File: src/logic/mpo_pkg.sv
// Constants and types of the motor PWM output stage
// Summary of operation
// - PWM interrupt at half, one, two, four periods
// - Output settings double buffered, immediate or carrier-synced
// - Upper and lower arm polarity chosen separately
// - Each phase drives PWM or fixed level
// - Level and PWM code tables, active-high polarity
// - Active-low inverts; sync mode inverts lower 01 when the lower arm is active-high
// - Fault falling edge forces outputs, raises interrupt
// - Port high impedance per protection mode
// - Debug break forces outputs; port mode selects hiz
// - Status bit reads 1 while protected
// - Release ignored while fault input low
// - Disable needs keys 5a, a5, then clear
// - Dead time delays turn-on edge per phase
// - Dead time is 8 bits, 100ns steps
// - Protection mode encodes phase on/off and hiz
// - Update timing: write, minimum, maximum, both
package mpo_pkg;

    localparam int ADR_W = 8;
    localparam int CLK_MHZ = 40;
    localparam int DT_STEP_NS = 100;
    localparam int DT_STEP_CYC = (DT_STEP_NS * CLK_MHZ + 999) / 1000;
    localparam int DT_W = 8;
    localparam int DTC_W = 10;

    localparam logic [ADR_W-1:0] OFS_UNIT = 8'h00;
    localparam logic [ADR_W-1:0] OFS_OUT = 8'h04;
    localparam logic [ADR_W-1:0] OFS_POT = 8'h08;
    localparam logic [ADR_W-1:0] OFS_KEY = 8'h0c;
    localparam logic [ADR_W-1:0] OFS_PCTL = 8'h10;
    localparam logic [ADR_W-1:0] OFS_PSTA = 8'h14;
    localparam logic [ADR_W-1:0] OFS_BRK = 8'h18;
    localparam logic [ADR_W-1:0] OFS_DT = 8'h1c;

    localparam int UNIT_RATE_LSB = 0;
    localparam int UNIT_SYNC_BIT = 2;
    localparam int UNIT_EN_BIT = 3;
    localparam int OUT_WAVE_LSB = 6;
    localparam int POT_UPD_LSB = 0;
    localparam int POT_LO_BIT = 2;
    localparam int POT_HI_BIT = 3;
    localparam int PCTL_EN_BIT = 0;
    localparam int PCTL_REL_BIT = 1;
    localparam int PCTL_MODE_LSB = 3;

    localparam logic [1:0] RST_RATE = 2'h0;
    localparam logic [8:0] RST_OUT = 9'h000;
    localparam logic [1:0] RST_UPD = 2'h0;
    localparam logic RST_POL = 1'b0;
    localparam logic RST_PEN = 1'b1;
    localparam logic [1:0] RST_PMODE = 2'h3;
    localparam logic RST_BRK = 1'b1;
    localparam logic [DT_W-1:0] RST_DT = 8'h00;

    localparam logic [7:0] KEY_FIRST = 8'h5a;
    localparam logic [7:0] KEY_SECOND = 8'ha5;

    localparam logic [1:0] RATE_HALF = 2'h0;
    localparam logic [1:0] RATE_ONE = 2'h1;
    localparam logic [1:0] RATE_TWO = 2'h2;
    localparam logic [1:0] UPD_WRITE = 2'h0;
    localparam logic [1:0] PMODE_ON_PORT = 2'h2;

    typedef enum logic [1:0] {KEY_IDLE, KEY_ONE, KEY_TWO} mpo_key_e;

endpackage

File: src/logic/mpo_output_stage.sv
// Motor PWM output stage: control, protection, dead time
//
// The register offsets and register access over Wishbone were left to the implementer.
`timescale 1ns/1ps
module mpo_output_stage (
    input wire logic clk_i, // System clock
    input wire logic rst_i, // Sync reset, active high
    input wire logic ce_i, // Clock enable, freezes state
    input wire logic wb_cyc_i, // Wishbone cycle
    input wire logic wb_stb_i, // Wishbone strobe
    input wire logic wb_we_i, // Wishbone write
    input wire logic [mpo_pkg::ADR_W-1:0] wb_adr_i, // Byte address
    input wire logic [31:0] wb_dat_i, // Write data
    input wire logic [3:0] wb_sel_i, // Byte lanes
    output logic [31:0] wb_dat_o, // Read data
    output logic wb_ack_o, // Acknowledge
    input wire logic [2:0] pwm_i, // Carrier compare, w v u
    input wire logic cnt_min_i, // Carrier at minimum pulse
    input wire logic cnt_max_i, // Carrier at maximum pulse
    input wire logic fault_n_i, // Emergency input pin
    input wire logic halt_i, // Debug break halt
    output logic [5:0] gate_o, // Gates, pairs upper/lower u v w
    output logic port_hiz_o, // Ports to high impedance
    output logic pwm_irq_o, // PWM interrupt pulse
    output logic protect_irq_o // Emergency interrupt pulse
);
    import mpo_pkg::*;

    ////////////////////////////////////////////////////////////////
    // Register state

    logic ack_reg;
    logic [31:0] dat_reg;
    logic [1:0] rate_reg;
    logic sync_trigger_mode;
    logic wave_output_enable;
    logic [8:0] out_shadow_reg;
    logic [8:0] out_active_reg;
    logic [1:0] output_update_timing;
    logic lower_arm_polarity;
    logic upper_arm_polarity;
    logic protect_enable;
    logic [1:0] protect_mode;
    logic break_port_mode;
    logic [DT_W-1:0] dead_time_reg;
    mpo_key_e key_reg;
    mpo_key_e key_next;
    logic protect_active_flag;
    logic fault_s1_reg;
    logic fault_s2_reg;
    logic fault_s3_reg;
    logic [1:0] min_cnt_reg;
    logic [5:0] gate_reg;
    logic [5:0] gate_next;
    logic hiz_reg;
    logic pwm_irq_reg;
    logic protect_irq_reg;

    ////////////////////////////////////////////////////////////////
    // Bus decode

    logic req;
    logic wr;
    logic wr_lo;
    logic [ADR_W-1:0] adr_word;
    logic hit_unit;
    logic hit_out;
    logic hit_pot;
    logic hit_key;
    logic hit_pctl;
    logic hit_psta;
    logic hit_brk;
    logic hit_dt;
    logic [31:0] rd_data;

    assign req = wb_cyc_i & wb_stb_i & ~ack_reg;
    assign wr = req & wb_we_i;
    assign wr_lo = wr & wb_sel_i[0];
    assign adr_word = {wb_adr_i[ADR_W-1:2], 2'b00};
    assign hit_unit = adr_word == OFS_UNIT;
    assign hit_out = adr_word == OFS_OUT;
    assign hit_pot = adr_word == OFS_POT;
    assign hit_key = adr_word == OFS_KEY;
    assign hit_pctl = adr_word == OFS_PCTL;
    assign hit_psta = adr_word == OFS_PSTA;
    assign hit_brk = adr_word == OFS_BRK;
    assign hit_dt = adr_word == OFS_DT;

    // Key and unmapped addresses read zero
    assign rd_data =
        hit_unit ? {28'h0, wave_output_enable, sync_trigger_mode,
                    rate_reg} :
        hit_out ? {23'h0, out_shadow_reg} :
        hit_pot ? {28'h0, upper_arm_polarity, lower_arm_polarity,
                   output_update_timing} :
        hit_pctl ? {27'h0, protect_mode, 2'b00, protect_enable} :
        hit_psta ? {30'h0, fault_s2_reg, protect_active_flag} :
        hit_brk ? {31'h0, break_port_mode} :
        hit_dt ? {24'h0, dead_time_reg} :
        32'h0;

    assign wb_ack_o = ack_reg;
    assign wb_dat_o = dat_reg;

    always_ff @(posedge clk_i)
    begin
        if (rst_i)
        begin
            ack_reg <= 1'b0;
            dat_reg <= 32'h0;
        end
        else if (ce_i)
        begin
            ack_reg <= req;
            dat_reg <= (req & ~wb_we_i) ? rd_data : 32'h0;
        end
    end

    ////////////////////////////////////////////////////////////////
    // Configuration registers

    logic [8:0] out_wr;
    logic upd_now;

    assign out_wr = {wb_sel_i[1] ? wb_dat_i[8] : out_shadow_reg[8],
                     wb_sel_i[0] ? wb_dat_i[7:0] : out_shadow_reg[7:0]};
    assign upd_now = (output_update_timing == UPD_WRITE) |
                     (output_update_timing[0] & cnt_min_i) |
                     (output_update_timing[1] & cnt_max_i);

    always_ff @(posedge clk_i)
    begin
        if (rst_i)
        begin
            rate_reg <= RST_RATE;
            sync_trigger_mode <= 1'b0;
            wave_output_enable <= 1'b0;
            out_shadow_reg <= RST_OUT;
            output_update_timing <= RST_UPD;
            lower_arm_polarity <= RST_POL;
            upper_arm_polarity <= RST_POL;
            protect_mode <= RST_PMODE;
            break_port_mode <= RST_BRK;
            dead_time_reg <= RST_DT;
        end
        else if (ce_i && wr_lo)
        begin
            if (hit_unit)
            begin
                rate_reg <= wb_dat_i[UNIT_RATE_LSB +: 2];
                sync_trigger_mode <= wb_dat_i[UNIT_SYNC_BIT];
                wave_output_enable <= wb_dat_i[UNIT_EN_BIT];
            end
            if (hit_out)
                out_shadow_reg <= out_wr;
            if (hit_pot)
            begin
                output_update_timing <= wb_dat_i[POT_UPD_LSB +: 2];
                lower_arm_polarity <= wb_dat_i[POT_LO_BIT];
                upper_arm_polarity <= wb_dat_i[POT_HI_BIT];
            end
            if (hit_pctl)
                protect_mode <= wb_dat_i[PCTL_MODE_LSB +: 2];
            if (hit_brk)
                break_port_mode <= wb_dat_i[0];
            if (hit_dt)
                dead_time_reg <= wb_dat_i[DT_W-1:0];
        end
    end

    // Second buffer stage feeding the output logic
    always_ff @(posedge clk_i)
    begin
        if (rst_i)
            out_active_reg <= RST_OUT;
        else if (ce_i && upd_now)
            out_active_reg <= out_shadow_reg;
    end

    ////////////////////////////////////////////////////////////////
    // Keyed disable of protection

    logic dis_ok;
    logic pen_next;

    always_comb
    begin
        key_next = key_reg;
        if (wr)
        begin
            unique case (key_reg)
                KEY_IDLE:
                    key_next = (hit_key && wb_dat_i[7:0] == KEY_FIRST) ?
                               KEY_ONE : KEY_IDLE;
                KEY_ONE:
                    key_next = (hit_key && wb_dat_i[7:0] == KEY_SECOND) ?
                               KEY_TWO : KEY_IDLE;
                KEY_TWO:
                    key_next = KEY_IDLE;
                default:
                    key_next = KEY_IDLE;
            endcase
        end
    end

    assign dis_ok = (key_reg == KEY_TWO) & wr_lo & hit_pctl;
    assign pen_next = ~(wr_lo & hit_pctl) ? protect_enable :
                      wb_dat_i[PCTL_EN_BIT] ? 1'b1 :
                      dis_ok ? 1'b0 : protect_enable;

    always_ff @(posedge clk_i)
    begin
        if (rst_i)
        begin
            key_reg <= KEY_IDLE;
            protect_enable <= RST_PEN;
        end
        else if (ce_i)
        begin
            key_reg <= key_next;
            protect_enable <= pen_next;
        end
    end

    ////////////////////////////////////////////////////////////////
    // Emergency protection

    logic fault_fall;
    logic prot_set;
    logic rel_ok;
    logic forced;

    assign fault_fall = fault_s3_reg & ~fault_s2_reg;
    assign prot_set = fault_fall & protect_enable;
    assign rel_ok = wr_lo & hit_pctl & wb_dat_i[PCTL_REL_BIT] &
                    fault_s2_reg;
    assign forced = protect_active_flag | halt_i;

    always_ff @(posedge clk_i)
    begin
        if (rst_i)
        begin
            fault_s1_reg <= 1'b1;
            fault_s2_reg <= 1'b1;
            fault_s3_reg <= 1'b1;
            protect_active_flag <= 1'b0;
            protect_irq_reg <= 1'b0;
        end
        else if (ce_i)
        begin
            fault_s1_reg <= fault_n_i;
            fault_s2_reg <= fault_s1_reg;
            fault_s3_reg <= fault_s2_reg;
            // Set wins over a release in the same cycle
            protect_active_flag <= prot_set |
                (protect_active_flag & ~rel_ok);
            protect_irq_reg <= prot_set;
        end
    end

    ////////////////////////////////////////////////////////////////
    // Carrier-synchronous interrupt

    logic irq_evt;

    assign irq_evt = (rate_reg == RATE_HALF) ? (cnt_min_i | cnt_max_i) :
                     (rate_reg == RATE_ONE) ? cnt_min_i :
                     (rate_reg == RATE_TWO) ? cnt_min_i & ~min_cnt_reg[0] :
                     cnt_min_i & (min_cnt_reg == 2'h0);

    always_ff @(posedge clk_i)
    begin
        if (rst_i)
        begin
            min_cnt_reg <= 2'h0;
            pwm_irq_reg <= 1'b0;
        end
        else if (ce_i)
        begin
            if (cnt_min_i)
                min_cnt_reg <= min_cnt_reg + 2'h1;
            pwm_irq_reg <= irq_evt;
        end
    end

    ////////////////////////////////////////////////////////////////
    // Per-phase output control, dead time and polarity

    logic [DTC_W-1:0] dt_cyc;

    assign dt_cyc = DTC_W'(dead_time_reg) * DTC_W'(DT_STEP_CYC);

    for (genvar ph = 0; ph < 3; ph++)
    begin : g_phase
        logic [1:0] code;
        logic wave;
        logic p;
        logic hi_raw;
        logic lo_raw;
        logic hi_req;
        logic lo_req;
        logic hi_on;
        logic lo_on;

        assign code = out_active_reg[2*ph +: 2];
        assign wave = out_active_reg[OUT_WAVE_LSB + ph];
        assign p = pwm_i[ph];
        // Level mode drives the code bits as fixed levels
        assign hi_raw = ~wave ? code[1] :
                        (code == 2'b00) ? ~p :
                        (code == 2'b01) ? 1'b0 : p;
        assign lo_raw = ~wave ? code[0] :
                        (code == 2'b00) ? p :
                        (code == 2'b01) ?
                            ((sync_trigger_mode & lower_arm_polarity) ?
                             ~p : p) :
                        (code == 2'b10) ? 1'b0 : ~p;
        // Forced on is plain PWM pair, forced off turns both arms off
        assign hi_req = forced ? (~protect_mode[0] & p) :
                        (wave_output_enable & hi_raw);
        assign lo_req = forced ? (~protect_mode[0] & ~p) :
                        (wave_output_enable & lo_raw);

        mpo_dead_time u_dead (
            .clk_i(clk_i),
            .rst_i(rst_i),
            .ce_i(ce_i),
            .dt_cyc_i(dt_cyc),
            .hi_req_i(hi_req),
            .lo_req_i(lo_req),
            .hi_on_o(hi_on),
            .lo_on_o(lo_on)
        );

        assign gate_next[2*ph] = upper_arm_polarity ? hi_on : ~hi_on;
        assign gate_next[2*ph+1] = lower_arm_polarity ? lo_on : ~lo_on;
    end

    ////////////////////////////////////////////////////////////////
    // Output flops

    logic hiz_next;

    assign hiz_next = (protect_active_flag &
                       (protect_mode != PMODE_ON_PORT)) |
                      (halt_i & break_port_mode);

    always_ff @(posedge clk_i)
    begin
        if (rst_i)
        begin
            gate_reg <= 6'h00;
            hiz_reg <= 1'b0;
        end
        else if (ce_i)
        begin
            gate_reg <= gate_next;
            hiz_reg <= hiz_next;
        end
    end

    assign gate_o = gate_reg;
    assign port_hiz_o = hiz_reg;
    assign pwm_irq_o = pwm_irq_reg;
    assign protect_irq_o = protect_irq_reg;
endmodule

File: src/logic/mpo_dead_time.sv
// Dead-time insertion for one phase
`timescale 1ns/1ps
module mpo_dead_time (
    input wire logic clk_i, // System clock
    input wire logic rst_i, // Sync reset, active high
    input wire logic ce_i, // Clock enable
    input wire logic [mpo_pkg::DTC_W-1:0] dt_cyc_i, // Dead time in cycles
    input wire logic hi_req_i, // Upper arm on request
    input wire logic lo_req_i, // Lower arm on request
    output logic hi_on_o, // Upper arm on after dead time
    output logic lo_on_o // Lower arm on after dead time
);
    import mpo_pkg::*;

    logic [DTC_W-1:0] cnt_reg;
    logic [DTC_W-1:0] cnt_next;
    logic [1:0] prev_reg;
    logic changed;

    assign changed = {hi_req_i, lo_req_i} != prev_reg;
    // Reload on every swap, so turn-on waits; turn-off passes at once
    assign cnt_next = changed ? dt_cyc_i :
                      (cnt_reg != '0) ? cnt_reg - 1'b1 : cnt_reg;

    always_ff @(posedge clk_i)
    begin
        if (rst_i)
        begin
            cnt_reg <= '0;
            prev_reg <= 2'h0;
            hi_on_o <= 1'b0;
            lo_on_o <= 1'b0;
        end
        else if (ce_i)
        begin
            cnt_reg <= cnt_next;
            prev_reg <= {hi_req_i, lo_req_i};
            hi_on_o <= hi_req_i & (cnt_next == '0);
            lo_on_o <= lo_req_i & (cnt_next == '0);
        end
    end
endmodule

File: config.mk
export PLATFORM = sky130hd
export DESIGN_NAME = mpo_output_stage
export DESIGN_NICKNAME = d
export VERILOG_FILES = /design/src/logic/mpo_pkg.sv /design/src/logic/mpo_output_stage.sv /design/src/logic/mpo_dead_time.sv
export SDC_FILE = /design/constraint.sdc
export NUM_CORES = 1
export LEC_CHECK = 0
export BUFFER_PORTS_ARGS = -buffer_cell sky130_fd_sc_hd__buf_2
export CAP_MARGIN = 0
export CORE_MARGIN = 3
export CORE_UTILIZATION = 50
export CTS_BUF_LIST = sky130_fd_sc_hd__clkbuf_4 sky130_fd_sc_hd__clkbuf_8
export CTS_CLUSTER_SIZE = 20
export DETAILED_ROUTE_END_ITERATION = 8
export PLACE_DENSITY = 0.75
export SLEW_MARGIN = 20
export SYNTH_ARGS = -nofsm -noshare
export SYNTH_HDL_FRONTEND = slang
export SYNTH_SLANG_ARGS = --single-unit
File: constraint.sdc
create_clock -name clk_i -period 2.4 [get_ports clk_i]
set_input_delay 0.48 -clock clk_i [delete_from_list [all_inputs] [get_ports clk_i]]
set_output_delay 0.48 -clock clk_i [all_outputs]
set_load 0.02 [all_outputs]
* After elaboration in Yosys (flattened, before gate mapping) *
Cells that the tools add are included.

operators by class
  add/subtract/negate cells = 4
  eq/ne operators = 23
  muxes and demuxes = 58
  bitwise operators = 59
  reductions and logical operators = 29

operators with widths
  cell                                                  number
  2-to-1 mux 10 bit                                     6
  2-to-1 mux 1 bit                                      42
  2-to-1 mux 8 bit                                      5
  bitwise AND 1 bit                                     38
  logical NOT 10 bit                                    3
  nonzero test 10 bit                                   3
  subtractor 10 x 1 -> 10 bit (second input constant)   3
  2-to-1 mux 9 bit                                      3
  equality test 6 x 3 -> 1 bit (second input constant)  4
  inverter 1 bit                                        15
  logical NOT 2 bit                                     7
  AND reduction 2 bit                                   7
  equality test 6 x 2 -> 1 bit (second input constant)  2
  equality test 2 x 1 -> 1 bit (second input constant)  5
  equality test 2 bit (second input constant)           5
  AND reduction 3 bit                                   3
  equality test 8 x 7 -> 1 bit (second input constant)  1
  equality test 8 bit (second input constant)           1
  logical NOT 8 bit                                     1
  equality test 6 x 1 -> 1 bit (second input constant)  1
  != test 2 bit                                         3
  bitwise OR 1 bit                                      6
  logical AND 1 bit                                     4
  case mux 2 bit (2 select lines)                       1
  other kinds (4)                                       4

storage, ports and cells
  register bits after elaboration = 130
  bits of input ports = 57
  word-level logic and storage cells = 210

* Logic depth before layout (Yosys ltp) *
Gate-level depths: netlist of run 1.

  word-level depth = 11
  depth in mapped cells = 9
  gate-level depth less buffers = 8

* By module *
From an unflattened synthesis of run 1, not the netlist that was laid out.

unflattened totals
  cell total of the unflattened synthesis = 756
  area, all modules = 6207.2 um^2

modules (own cells, without submodules)
  module            times used  cells each  area each (um^2)  seq. area each (um^2)
  mpo_output_stage  1           390         3343.2            1301.2
  mpo_dead_time     3           122         954.7             280.3

* Worst setup path after synthesis of run 1 *
No wires, ideal clock.

  path kind = register to register
  from = reg g_phase[0].u_dead.cnt_reg[0]
  to = reg g_phase[0].u_dead.hi_on_o
  arrival time = 2.409 ns
  path slack = -0.088 ns
  cell stages (with the launch flop) = 10
  cells stage by stage = dfxtp_1 -> inv_1 -> ha_1 -> or4b_1 -> clkbuf_1 -> nor4_4 -> mux2_2 -> nor4_1 -> nand3_1 -> o211ai_1

on the way
  cells in the longest elaborated chain, start to end = 5
  elaborated cells on any way between the ends = 6

RTL lines
  element                                                                    line                 source
  start: declaration                                                         mpo_dead_time.sv:15  logic [DTC_W-1:0] cnt_reg;
  start signal: assignment                                                   mpo_dead_time.sv:36  cnt_reg <= cnt_next;
  subtractor 10 x 1 -> 10 bit / nonzero test 10 bit (equally long branches)  mpo_dead_time.sv:23  (cnt_reg != '0) ? cnt_reg - 1'b1 : cnt_reg;
  2-to-1 mux 10 bit *                                                        mpo_dead_time.sv:23
  2-to-1 mux 10 bit *                                                        mpo_dead_time.sv:22  assign cnt_next = changed ? dt_cyc_i :
  logical NOT 10 bit *                                                       mpo_dead_time.sv:38  hi_on_o <= hi_req_i & (cnt_next == '0);
  bitwise AND 1 bit *                                                        mpo_dead_time.sv:38
  end signal: assignment                                                     mpo_dead_time.sv:38
  end: declaration                                                           mpo_dead_time.sv:10  output logic hi_on_o,

Mark *: on every way between the ends. The rest lies on a longest branch, timed or not.
A chain may end at the register's enable or synchronous reset.

* Worst setup path in the final report of run 1 *
Same ends and word-level chain as after synthesis.

==> flow_results.xml, run 1 <==
<?xml version="1.0" encoding="UTF-8"?>
<metrics>
  <group name="sta">
    <metric name="fin_crit_share" unit="%">96.27</metric>
    <metric name="worst_clock_skew" unit="ps">16.80</metric>
    <metric name="tightest_slew" unit="ps">698.4</metric>
    <metric name="final_critical_path_required_period" unit="ps">2311</metric>
    <metric name="final_max_slew_viol_count" unit="">0</metric>
    <metric name="timing.slew.headroom" unit="%">53.44</metric>
    <metric name="finalHoldWorstSlack" unit="ps">293.8</metric>
    <metric name="postLayoutSetupSlackWorst" unit="ps">89.46</metric>
    <metric name="setup_violations" unit="">0</metric>
    <metric name="final_hold_viol_count" unit="">0</metric>
    <metric name="max_freq" unit="MHz">432.8</metric>
  </group>
  <group name="logic_synthesis">
    <metric name="synth_area_per_cell" unit="um^2">8.022</metric>
    <metric name="synth_edf_count" unit="">0</metric>
    <metric name="synth-seq-area-share" unit="%">33.71</metric>
    <metric name="number_of_unique_standard_cell_types_used_by_synthesis" unit="">84</metric>
    <metric name="ys.warnings.count" unit="">0</metric>
    <metric name="synth.largest_area_cell" unit="">sky130_fd_sc_hd__dfxtp_1</metric>
    <metric name="synth_async_sr_flop_share" unit="%">0</metric>
    <metric name="synth.cell_area" unit="um^2">6354</metric>
    <metric name="yosys.area.top_type_share" unit="%">33.71</metric>
    <metric name="postSynthRegisterBits" unit="">107</metric>
    <metric name="synth_most_common_cell" unit="">sky130_fd_sc_hd__dfxtp_1</metric>
    <metric name="synth_common_cells" unit="">107 x sky130_fd_sc_hd__dfxtp_1, 105 x sky130_fd_sc_hd__nor2_1, 66 x sky130_fd_sc_hd__nand2_1, 48 x sky130_fd_sc_hd__mux2i_1, 44 x sky130_fd_sc_hd__a21oi_1</metric>
    <metric name="post_synth_inst_count" unit="">792</metric>
    <metric name="synth.top_cells.by_area" unit="">sky130_fd_sc_hd__dfxtp_1 34%, sky130_fd_sc_hd__mux2i_1 7.6%, sky130_fd_sc_hd__nor2_1 6.2%</metric>
    <metric name="yosys_most_used_dff" unit="">sky130_fd_sc_hd__dfxtp_1</metric>
  </group>
  <group name="critical_path">
    <metric name="critPathCaptureType" unit="">flip-flop</metric>
    <metric name="r2r-start" unit="">g_phase[0].u_dead.cnt_reg[0]</metric>
    <metric name="critical_path.reg2reg.endpoint" unit="">g_phase[0].u_dead.hi_on_o</metric>
    <metric name="critical_path.max_fanout" unit="">4</metric>
    <metric name="timing.critical_path.depth" unit="">9</metric>
    <metric name="r2r_cells" unit="">9</metric>
    <metric name="cp_top_family" unit="">simple AND/OR/NAND/NOR gates</metric>
    <metric name="timing.critical_path.cells" unit="">inv_1 -&gt; ha_2 -&gt; or4b_4 -&gt; nor4_4 -&gt; buf_4 -&gt; a311oi_1 -&gt; nor4_4 -&gt; nand3_1 -&gt; o211ai_1</metric>
    <metric name="setup.reg_to_reg.worst_slack" unit="ps">90</metric>
    <metric name="timing.critical_path.buf_inv" unit="">2</metric>
    <metric name="timing.critical_path.from_type" unit="">flip-flop</metric>
    <metric name="critical-path-slowest-cell" unit="">sky130_fd_sc_hd__or4b_4</metric>
    <metric name="crit_path_frequent_cell" unit="">sky130_fd_sc_hd__nor4_4</metric>
    <metric name="critPathRequiredTime" unit="ps">2710</metric>
    <metric name="critical_path_arrival" unit="ps">2620</metric>
    <metric name="path_class" unit="">flip-flop to flip-flop</metric>
    <metric name="delay_of_the_slowest_cell_on_the_worst_path" unit="ps">480</metric>
  </group>
  <group name="global_routing">
    <metric name="grt_pass1_vias" unit="">5413</metric>
    <metric name="gr-total-overflow" unit="">0</metric>
    <metric name="global_route.usage.met3" unit="%">4.163</metric>
    <metric name="grt_util_all_layers" unit="%">23.60</metric>
    <metric name="global_route.usage.met2" unit="%">35.88</metric>
    <metric name="grt_antenna_before_repair" unit="">0</metric>
    <metric name="grtUsageMet1" unit="%">33.56</metric>
    <metric name="grt_start_max_net_pins" unit="">66</metric>
    <metric name="grt_pass1_wl" unit="um">27490</metric>
    <metric name="grt_most_used_layer" unit="">met2</metric>
  </group>
  <group name="die">
    <metric name="io_pins" unit="">99</metric>
    <metric name="initial_utilization" unit="%">52.03</metric>
    <metric name="core-area" unit="um^2">12210</metric>
    <metric name="die_area" unit="um^2">14100</metric>
    <metric name="core.rowCount" unit="">40</metric>
    <metric name="die_y" unit="um">118.7</metric>
    <metric name="fp.dieW" unit="um">118.7</metric>
  </group>
  <group name="power_and_ir_drop">
    <metric name="p_per_area" unit="nW/um^2">903.7</metric>
    <metric name="ir_worst_vdd" unit="uV">369.7</metric>
    <metric name="total_leakage_power" unit="nW">2.793</metric>
  </group>
  <group name="worst_hold_path">
    <metric name="timing.hold.worst_endpoint" unit="">fault_s1_reg</metric>
    <metric name="hold_depth" unit="">2</metric>
    <metric name="type_of_the_most_critical_hold_path" unit="">input pin to flip-flop</metric>
    <metric name="timing.hold.worst.start" unit="">fault_n_i</metric>
  </group>
  <group name="placement">
    <metric name="gpl.final_weighted_congestion" unit="">0.9334</metric>
    <metric name="detailedPlace.worstSlack" unit="ps">-25.58</metric>
    <metric name="port-buffer-count" unit="">48</metric>
    <metric name="post-dp-hpwl" unit="um">12010</metric>
  </group>
  <group name="cts">
    <metric name="cts_root_buf" unit="">sky130_fd_sc_hd__clkbuf_8</metric>
    <metric name="number_of_clock_buffers_inserted_by_tritoncts" unit="">9</metric>
    <metric name="cts.clk_slew.worst_paths" unit="ps">100</metric>
    <metric name="clkSinkCount" unit="">107</metric>
    <metric name="cts_max_path_buffers" unit="">2</metric>
    <metric name="cts_max_level" unit="">3</metric>
    <metric name="worst_skew_pair.late_latency" unit="ps">400</metric>
    <metric name="cts.hold.buffers_added" unit="">0</metric>
    <metric name="cts_tree" unit="">done</metric>
  </group>
  <group name="detailed_routing">
    <metric name="via_count" unit="">6115</metric>
    <metric name="first_iter_violations" unit="">546</metric>
    <metric name="ant_nets" unit="">0</metric>
    <metric name="wire_per_inst" unit="um">16.24</metric>
    <metric name="dr.pass1.iters" unit="">5</metric>
    <metric name="routed_via_density" unit="">5.954</metric>
    <metric name="drt_drc_violations_left" unit="">0</metric>
    <metric name="route.final.wire_length" unit="um">16680</metric>
  </group>
  <group name="outcome">
    <metric name="run_status" unit="">finished clean</metric>
  </group>
  <group name="finish">
    <metric name="synthToLayoutAreaGrowth" unit="%">12.94</metric>
    <metric name="diodes_inserted" unit="">0</metric>
    <metric name="area.sequential" unit="um^2">2145</metric>
    <metric name="layout-drive-gt1-share" unit="%">17.69</metric>
    <metric name="fillers" unit="">1158</metric>
    <metric name="total_area_of_multi_input_combinational_cells" unit="um^2">3886</metric>
    <metric name="flip_flop_count_of_the_largest_register_after_layout" unit="">30</metric>
    <metric name="final_net_count" unit="">915</metric>
  </group>
  <group name="job">
    <metric name="cap_viol_max_count" unit="">0</metric>
  </group>
</metrics>
-- metrics by stage --
stage                     power [W]  std cells  utilization, %  cell area (um^2)  setup TNS (ps)
after global placement     0.005199       1009           56.63              6915          -7.199
after global routing       0.006926       1027           58.76              7176          -53.01
after floorplan            0.004459        814               -              6437               0
final                      0.006484       1027           58.76              7176               0
after CTS                  0.006300       1025           58.17              7103               0
after detailed placement   0.005243       1009           56.63              6915          -48.35
-- routing by layer --
layer | part of all wire [%] | wire [um] | vias to the layer above
met3 | 6.0 | 1008 | 33
met1 | 46 | 7675 | 2911
met5 | 0 | 0 | -
li1 | - | - | 2972
met2 | 45 | 7562 | 199
met4 | 2.6 | 435 | 0
-- worst register-to-register path, stage by stage (launching register included) --
cell and delay [ps]:
sky130_fd_sc_hd__dfxtp_2 330, sky130_fd_sc_hd__inv_1 50, sky130_fd_sc_hd__ha_2 170, sky130_fd_sc_hd__or4b_4 480
sky130_fd_sc_hd__nor4_4 350, sky130_fd_sc_hd__buf_4 200, sky130_fd_sc_hd__a311oi_1 70, sky130_fd_sc_hd__nor4_4 280
sky130_fd_sc_hd__nand3_1 130, sky130_fd_sc_hd__o211ai_1 180
-- logic make-up after synthesis --
family	synth area share [%]
simple gates	27.06
compound gates	20.05
flops	33.71
buf+inv	7.286
mux	9.393
xor+xnor	1.654
fa+ha+maj	0.7877
other cells	0.05902
-- cell type report --
type	count	share of cell area, %
well taps	168	2.929
multi-input cells	614	54.16
inverters	23	1.203
flip-flops and latches	107	29.89
clock inverters	7	0.8893
clock buffers	9	1.726
repair buffers	99	9.207
-- placed cells by master, fill, tap and decap left out, types with 9 or more instances in the layout --
| master | netlist | layout |
|---|---|---|
| sky130_fd_sc_hd__nor2_1 | 105 | 105 |
| sky130_fd_sc_hd__dfxtp_1 | 107 | 105 |
| sky130_fd_sc_hd__nand2_1 | 66 | 66 |
| sky130_fd_sc_hd__mux2i_1 | 48 | 48 |
| sky130_fd_sc_hd__buf_2 | 4 | 48 |
| sky130_fd_sc_hd__buf_4 | 23 | 48 |
| sky130_fd_sc_hd__a21oi_1 | 44 | 44 |
| sky130_fd_sc_hd__o21ai_0 | 39 | 39 |
| sky130_fd_sc_hd__nand3_1 | 29 | 29 |
| sky130_fd_sc_hd__nor3_1 | 24 | 24 |
| sky130_fd_sc_hd__conb_1 | 1 | 23 |
| sky130_fd_sc_hd__inv_1 | 22 | 21 |
| sky130_fd_sc_hd__nor2b_1 | 13 | 13 |
| sky130_fd_sc_hd__nand4_1 | 11 | 11 |
| sky130_fd_sc_hd__a211oi_1 | 11 | 11 |
| sky130_fd_sc_hd__nand2b_1 | 11 | 11 |
| sky130_fd_sc_hd__or3_1 | 10 | 10 |
| sky130_fd_sc_hd__nor4_1 | 11 | 10 |
| sky130_fd_sc_hd__a31oi_1 | 9 | 9 |
| sky130_fd_sc_hd__clkbuf_8 | 0 | 9 |
-- timing repair --
item                       CTS  global route
gates resized for setup      0            13
setup endpoints to repair    0             4
setup buffers                0             2
-- report_power, final --
part	internal [W]	total [W]	switching, W
Clock	0.000393	0.00106	0.000671
Combinational	0.00153	0.00317	0.00164
Sequential	0.00196	0.00225	0.000291
Total	0.00388	0.00648	0.00260
-- worst max-delay path by stage --
stage	start	end	slack [ps]
2_1_floorplan	g_phase[0].u_dead.cnt_reg[0]	g_phase[0].u_dead.hi_on_o	10
3_3_place_gp	halt_i	g_phase[1].u_dead.cnt_reg[0]	-4
3_5_place_dp	halt_i	g_phase[1].u_dead.cnt_reg[0]	-30
4_1_cts	g_phase[2].u_dead.cnt_reg[0]	g_phase[2].u_dead.lo_on_o	10
5_1_grt	g_phase[0].u_dead.cnt_reg[0]	g_phase[0].u_dead.hi_on_o	-50
6_report	g_phase[0].u_dead.cnt_reg[0]	g_phase[0].u_dead.hi_on_o	90
(Power assumes the default switching activity.)
==> inputs of run 2 (changes only) <==
--- a/config.mk
+++ b/config.mk
@@ -5,14 +5,14 @@
 export SDC_FILE = /design/constraint.sdc
 export NUM_CORES = 1
 export LEC_CHECK = 0
-export BUFFER_PORTS_ARGS = -buffer_cell sky130_fd_sc_hd__buf_2
 export CAP_MARGIN = 0
 export CORE_MARGIN = 3
 export CORE_UTILIZATION = 50
 export CTS_BUF_LIST = sky130_fd_sc_hd__clkbuf_4 sky130_fd_sc_hd__clkbuf_8
 export CTS_CLUSTER_SIZE = 20
 export DETAILED_ROUTE_END_ITERATION = 8
-export PLACE_DENSITY = 0.75
+export DONT_BUFFER_PORTS = 1
+export PLACE_DENSITY = 0.69
 export SLEW_MARGIN = 20
 export SYNTH_ARGS = -nofsm -noshare
 export SYNTH_HDL_FRONTEND = slang
==> run 2 against run 1 <==
Compared with the run above:
- first-iteration DRC count shrank 12%
- via count shrank 2.6%
- critical path type unchanged
- clock skew increased by 2.3 ps
- highest routed layer unchanged
- count of clock-buffer cells in the layout stayed put
- fmax increased by 0.69%
==> flow_results.xml, run 2 (synthesis results as in run 1) <==
<?xml version="1.0" encoding="UTF-8"?>
<metrics>
  <group name="finish">
    <metric name="diodes_inserted" unit="">0</metric>
    <metric name="mostFrequentLayoutCells" unit="">105 x sky130_fd_sc_hd__nor2_1, 105 x sky130_fd_sc_hd__dfxtp_1, 66 x sky130_fd_sc_hd__nand2_1</metric>
    <metric name="fillers" unit="">1168</metric>
    <metric name="flip_flop_count_of_the_largest_register_after_layout" unit="">30</metric>
    <metric name="total_area_of_multi_input_combinational_cells" unit="um^2">3879</metric>
    <metric name="final_net_count" unit="">863</metric>
    <metric name="synthToLayoutAreaGrowth" unit="%">9.000</metric>
    <metric name="final_core_util" unit="%">56.71</metric>
    <metric name="layout-drive-gt1-share" unit="%">12.64</metric>
    <metric name="layoutNonFillerInstCount" unit="">975</metric>
    <metric name="area.sequential" unit="um^2">2145</metric>
  </group>
  <group name="cts">
    <metric name="worst_skew_pair.late_latency" unit="ps">400</metric>
    <metric name="cts_max_level" unit="">3</metric>
    <metric name="number_of_clock_buffers_inserted_by_tritoncts" unit="">9</metric>
    <metric name="cts_max_path_buffers" unit="">2</metric>
    <metric name="cts.clk_slew.worst_paths" unit="ps">110</metric>
    <metric name="clkSinkCount" unit="">107</metric>
    <metric name="cts.hold.buffers_added" unit="">0</metric>
    <metric name="cts_tree" unit="">done</metric>
    <metric name="cts_root_buf" unit="">sky130_fd_sc_hd__clkbuf_8</metric>
  </group>
  <group name="die">
    <metric name="fp.dieW" unit="um">118.7</metric>
    <metric name="core-area" unit="um^2">12210</metric>
    <metric name="die_area" unit="um^2">14100</metric>
    <metric name="die_y" unit="um">118.7</metric>
    <metric name="core.rowCount" unit="">40</metric>
    <metric name="initial_utilization" unit="%">52.03</metric>
    <metric name="io_pins" unit="">99</metric>
  </group>
  <group name="sta">
    <metric name="final_hold_viol_count" unit="">0</metric>
    <metric name="timing.slew.headroom" unit="%">59.05</metric>
    <metric name="worst_clock_skew" unit="ps">19.14</metric>
    <metric name="final_critical_path_required_period" unit="ps">2295</metric>
    <metric name="final_max_slew_viol_count" unit="">0</metric>
    <metric name="tightest_slew" unit="ps">612.0</metric>
    <metric name="setup_violations" unit="">0</metric>
    <metric name="max_freq" unit="MHz">435.8</metric>
    <metric name="fin_crit_share" unit="%">95.61</metric>
  </group>
  <group name="critical_path">
    <metric name="critPathRequiredTime" unit="ps">2730</metric>
    <metric name="timing.critical_path.cells" unit="">inv_2 -&gt; ha_2 -&gt; or4b_4 -&gt; nor4_4 -&gt; buf_4 -&gt; a311oi_1 -&gt; nor4_2 -&gt; nand3_1 -&gt; o211ai_1</metric>
    <metric name="critical_path_arrival" unit="ps">2620</metric>
    <metric name="r2r-start" unit="">g_phase[0].u_dead.cnt_reg[1]</metric>
    <metric name="timing.critical_path.from_type" unit="">flip-flop</metric>
    <metric name="delay_of_the_slowest_cell_on_the_worst_path" unit="ps">480</metric>
    <metric name="crit_path_start" unit="">g_phase[0].u_dead.cnt_reg[1]</metric>
    <metric name="critPathCaptureType" unit="">flip-flop</metric>
    <metric name="critical_path.max_fanout" unit="">4</metric>
    <metric name="path_class" unit="">flip-flop to flip-flop</metric>
    <metric name="critical-path-slowest-cell" unit="">sky130_fd_sc_hd__or4b_4</metric>
  </group>
  <group name="global_routing">
    <metric name="grt_start_max_net_pins" unit="">91</metric>
    <metric name="gr-total-overflow" unit="">0</metric>
    <metric name="grt_pass1_vias" unit="">5556</metric>
    <metric name="grt_util_all_layers" unit="%">23.92</metric>
    <metric name="grt_antenna_before_repair" unit="">0</metric>
    <metric name="grt_pass1_wl" unit="um">27870</metric>
  </group>
  <group name="power_and_ir_drop">
    <metric name="total_power" unit="W">0.006399</metric>
    <metric name="total_leakage_power" unit="nW">2.573</metric>
    <metric name="ir_worst_vdd" unit="uV">459.4</metric>
    <metric name="net_sw_power" unit="W">0.002528</metric>
    <metric name="power_report.internal_total" unit="W">0.003871</metric>
    <metric name="sequential_power_share" unit="%">35.3</metric>
    <metric name="power.share.combinational" unit="%">47.0</metric>
    <metric name="p_per_area" unit="nW/um^2">923.9</metric>
    <metric name="power.share.clock" unit="%">17.7</metric>
    <metric name="power.switching_fraction" unit="%">39.51</metric>
  </group>
  <group name="detailed_routing">
    <metric name="drt_drc_violations_left" unit="">0</metric>
    <metric name="via_count" unit="">5958</metric>
    <metric name="first_iter_violations" unit="">478</metric>
    <metric name="wire_per_inst" unit="um">17.48</metric>
    <metric name="route.final.wire_length" unit="um">17040</metric>
    <metric name="routed_via_density" unit="">6.111</metric>
    <metric name="dr.pass1.iters" unit="">5</metric>
    <metric name="ant_nets" unit="">0</metric>
  </group>
  <group name="placement">
    <metric name="place_inst" unit="">956</metric>
    <metric name="post-dp-hpwl" unit="um">12100</metric>
    <metric name="port-buffer-count" unit="">0</metric>
    <metric name="gpl.final_weighted_congestion" unit="">0.8563</metric>
  </group>
  <group name="outcome">
    <metric name="run_status" unit="">finished clean</metric>
  </group>
  <group name="job">
    <metric name="cap_viol_max_count" unit="">0</metric>
  </group>
  <group name="worst_hold_path">
    <metric name="timing.hold.worst.start" unit="">rst_i</metric>
    <metric name="type_of_the_most_critical_hold_path" unit="">input pin to flip-flop</metric>
  </group>
</metrics>
run 2: per-layer routing:
| layer | part of all wire, % | track usage, % | wire, um |
|---|---|---|---|
| met4 | 3.2 | 10.28 | 551 |
| met1 | 42 | 30.22 | 7193 |
| met3 | 7.5 | 5.455 | 1280 |
| met2 | 47 | 39.11 | 8018 |
| met5 | 0 | 0 | 0 |
run 2: power groups by stage:
stage / clock network [W] / logic (W) / registers (W)
after floorplan: 0 / 0.00227 / 0.00219
after global placement: 0 / 0.00275 / 0.00227
after detailed placement: 0 / 0.00283 / 0.00228
after CTS: 0.00117 / 0.00287 / 0.00225
after global routing: 0.00123 / 0.00331 / 0.00229
final: 0.00113 / 0.00301 / 0.00226
run 2: stage by stage:
stage	setup WS (ps)	TNS [ps]	cell area, um^2	hold WS (ps)
floorplan	9.879	0	6437	431.4
finish	105.4	0	6925	133.9
detailed placement	-46.44	-89.40	6650	453.5
global route	-7.870	-7.870	6925	120.2
global placement	68.70	0	6650	437.8
CTS	49.01	0	6863	114.8
run 2: repair_timing:
action                                  CTS  global route
resized for setup                         2            12
setup buffers                             0             3
pin swaps                                 0             5
endpoints found under the setup margin    2             8
run 2: worst max-delay path, delay by kind of cell (launching register included):
| family | cells | cell delay [ps] |
|---|---|---|
| buffers and inverters | 2 | 230 |
| adders and majority gates | 1 | 170 |
| AOI/OAI and AO/OA | 2 | 230 |
| and+or+nand+nor | 4 | 1240 |
| DFF | 1 | 350 |
run 2: layout make-up:
cell class / instances / share of cell area, %
timing repair buffer: 47 / 5.818
inverter: 23 / 1.247
sequential: 107 / 30.97
clock inverter: 7 / 1.138
clock buffer: 9 / 1.789
tap: 168 / 3.035
multi-input combinational: 614 / 56.01
run 2: worst paths after layout:
check / endpoint / slack (ps) / cells after the start
max: g_phase[0].u_dead.lo_on_o / 110 / 9
min: g_phase[0].u_dead.cnt_reg[1] / 130 / 1
max reg2reg: g_phase[0].u_dead.lo_on_o / 110 / 9
min reg2reg: min_cnt_reg[1] / 470 / 2
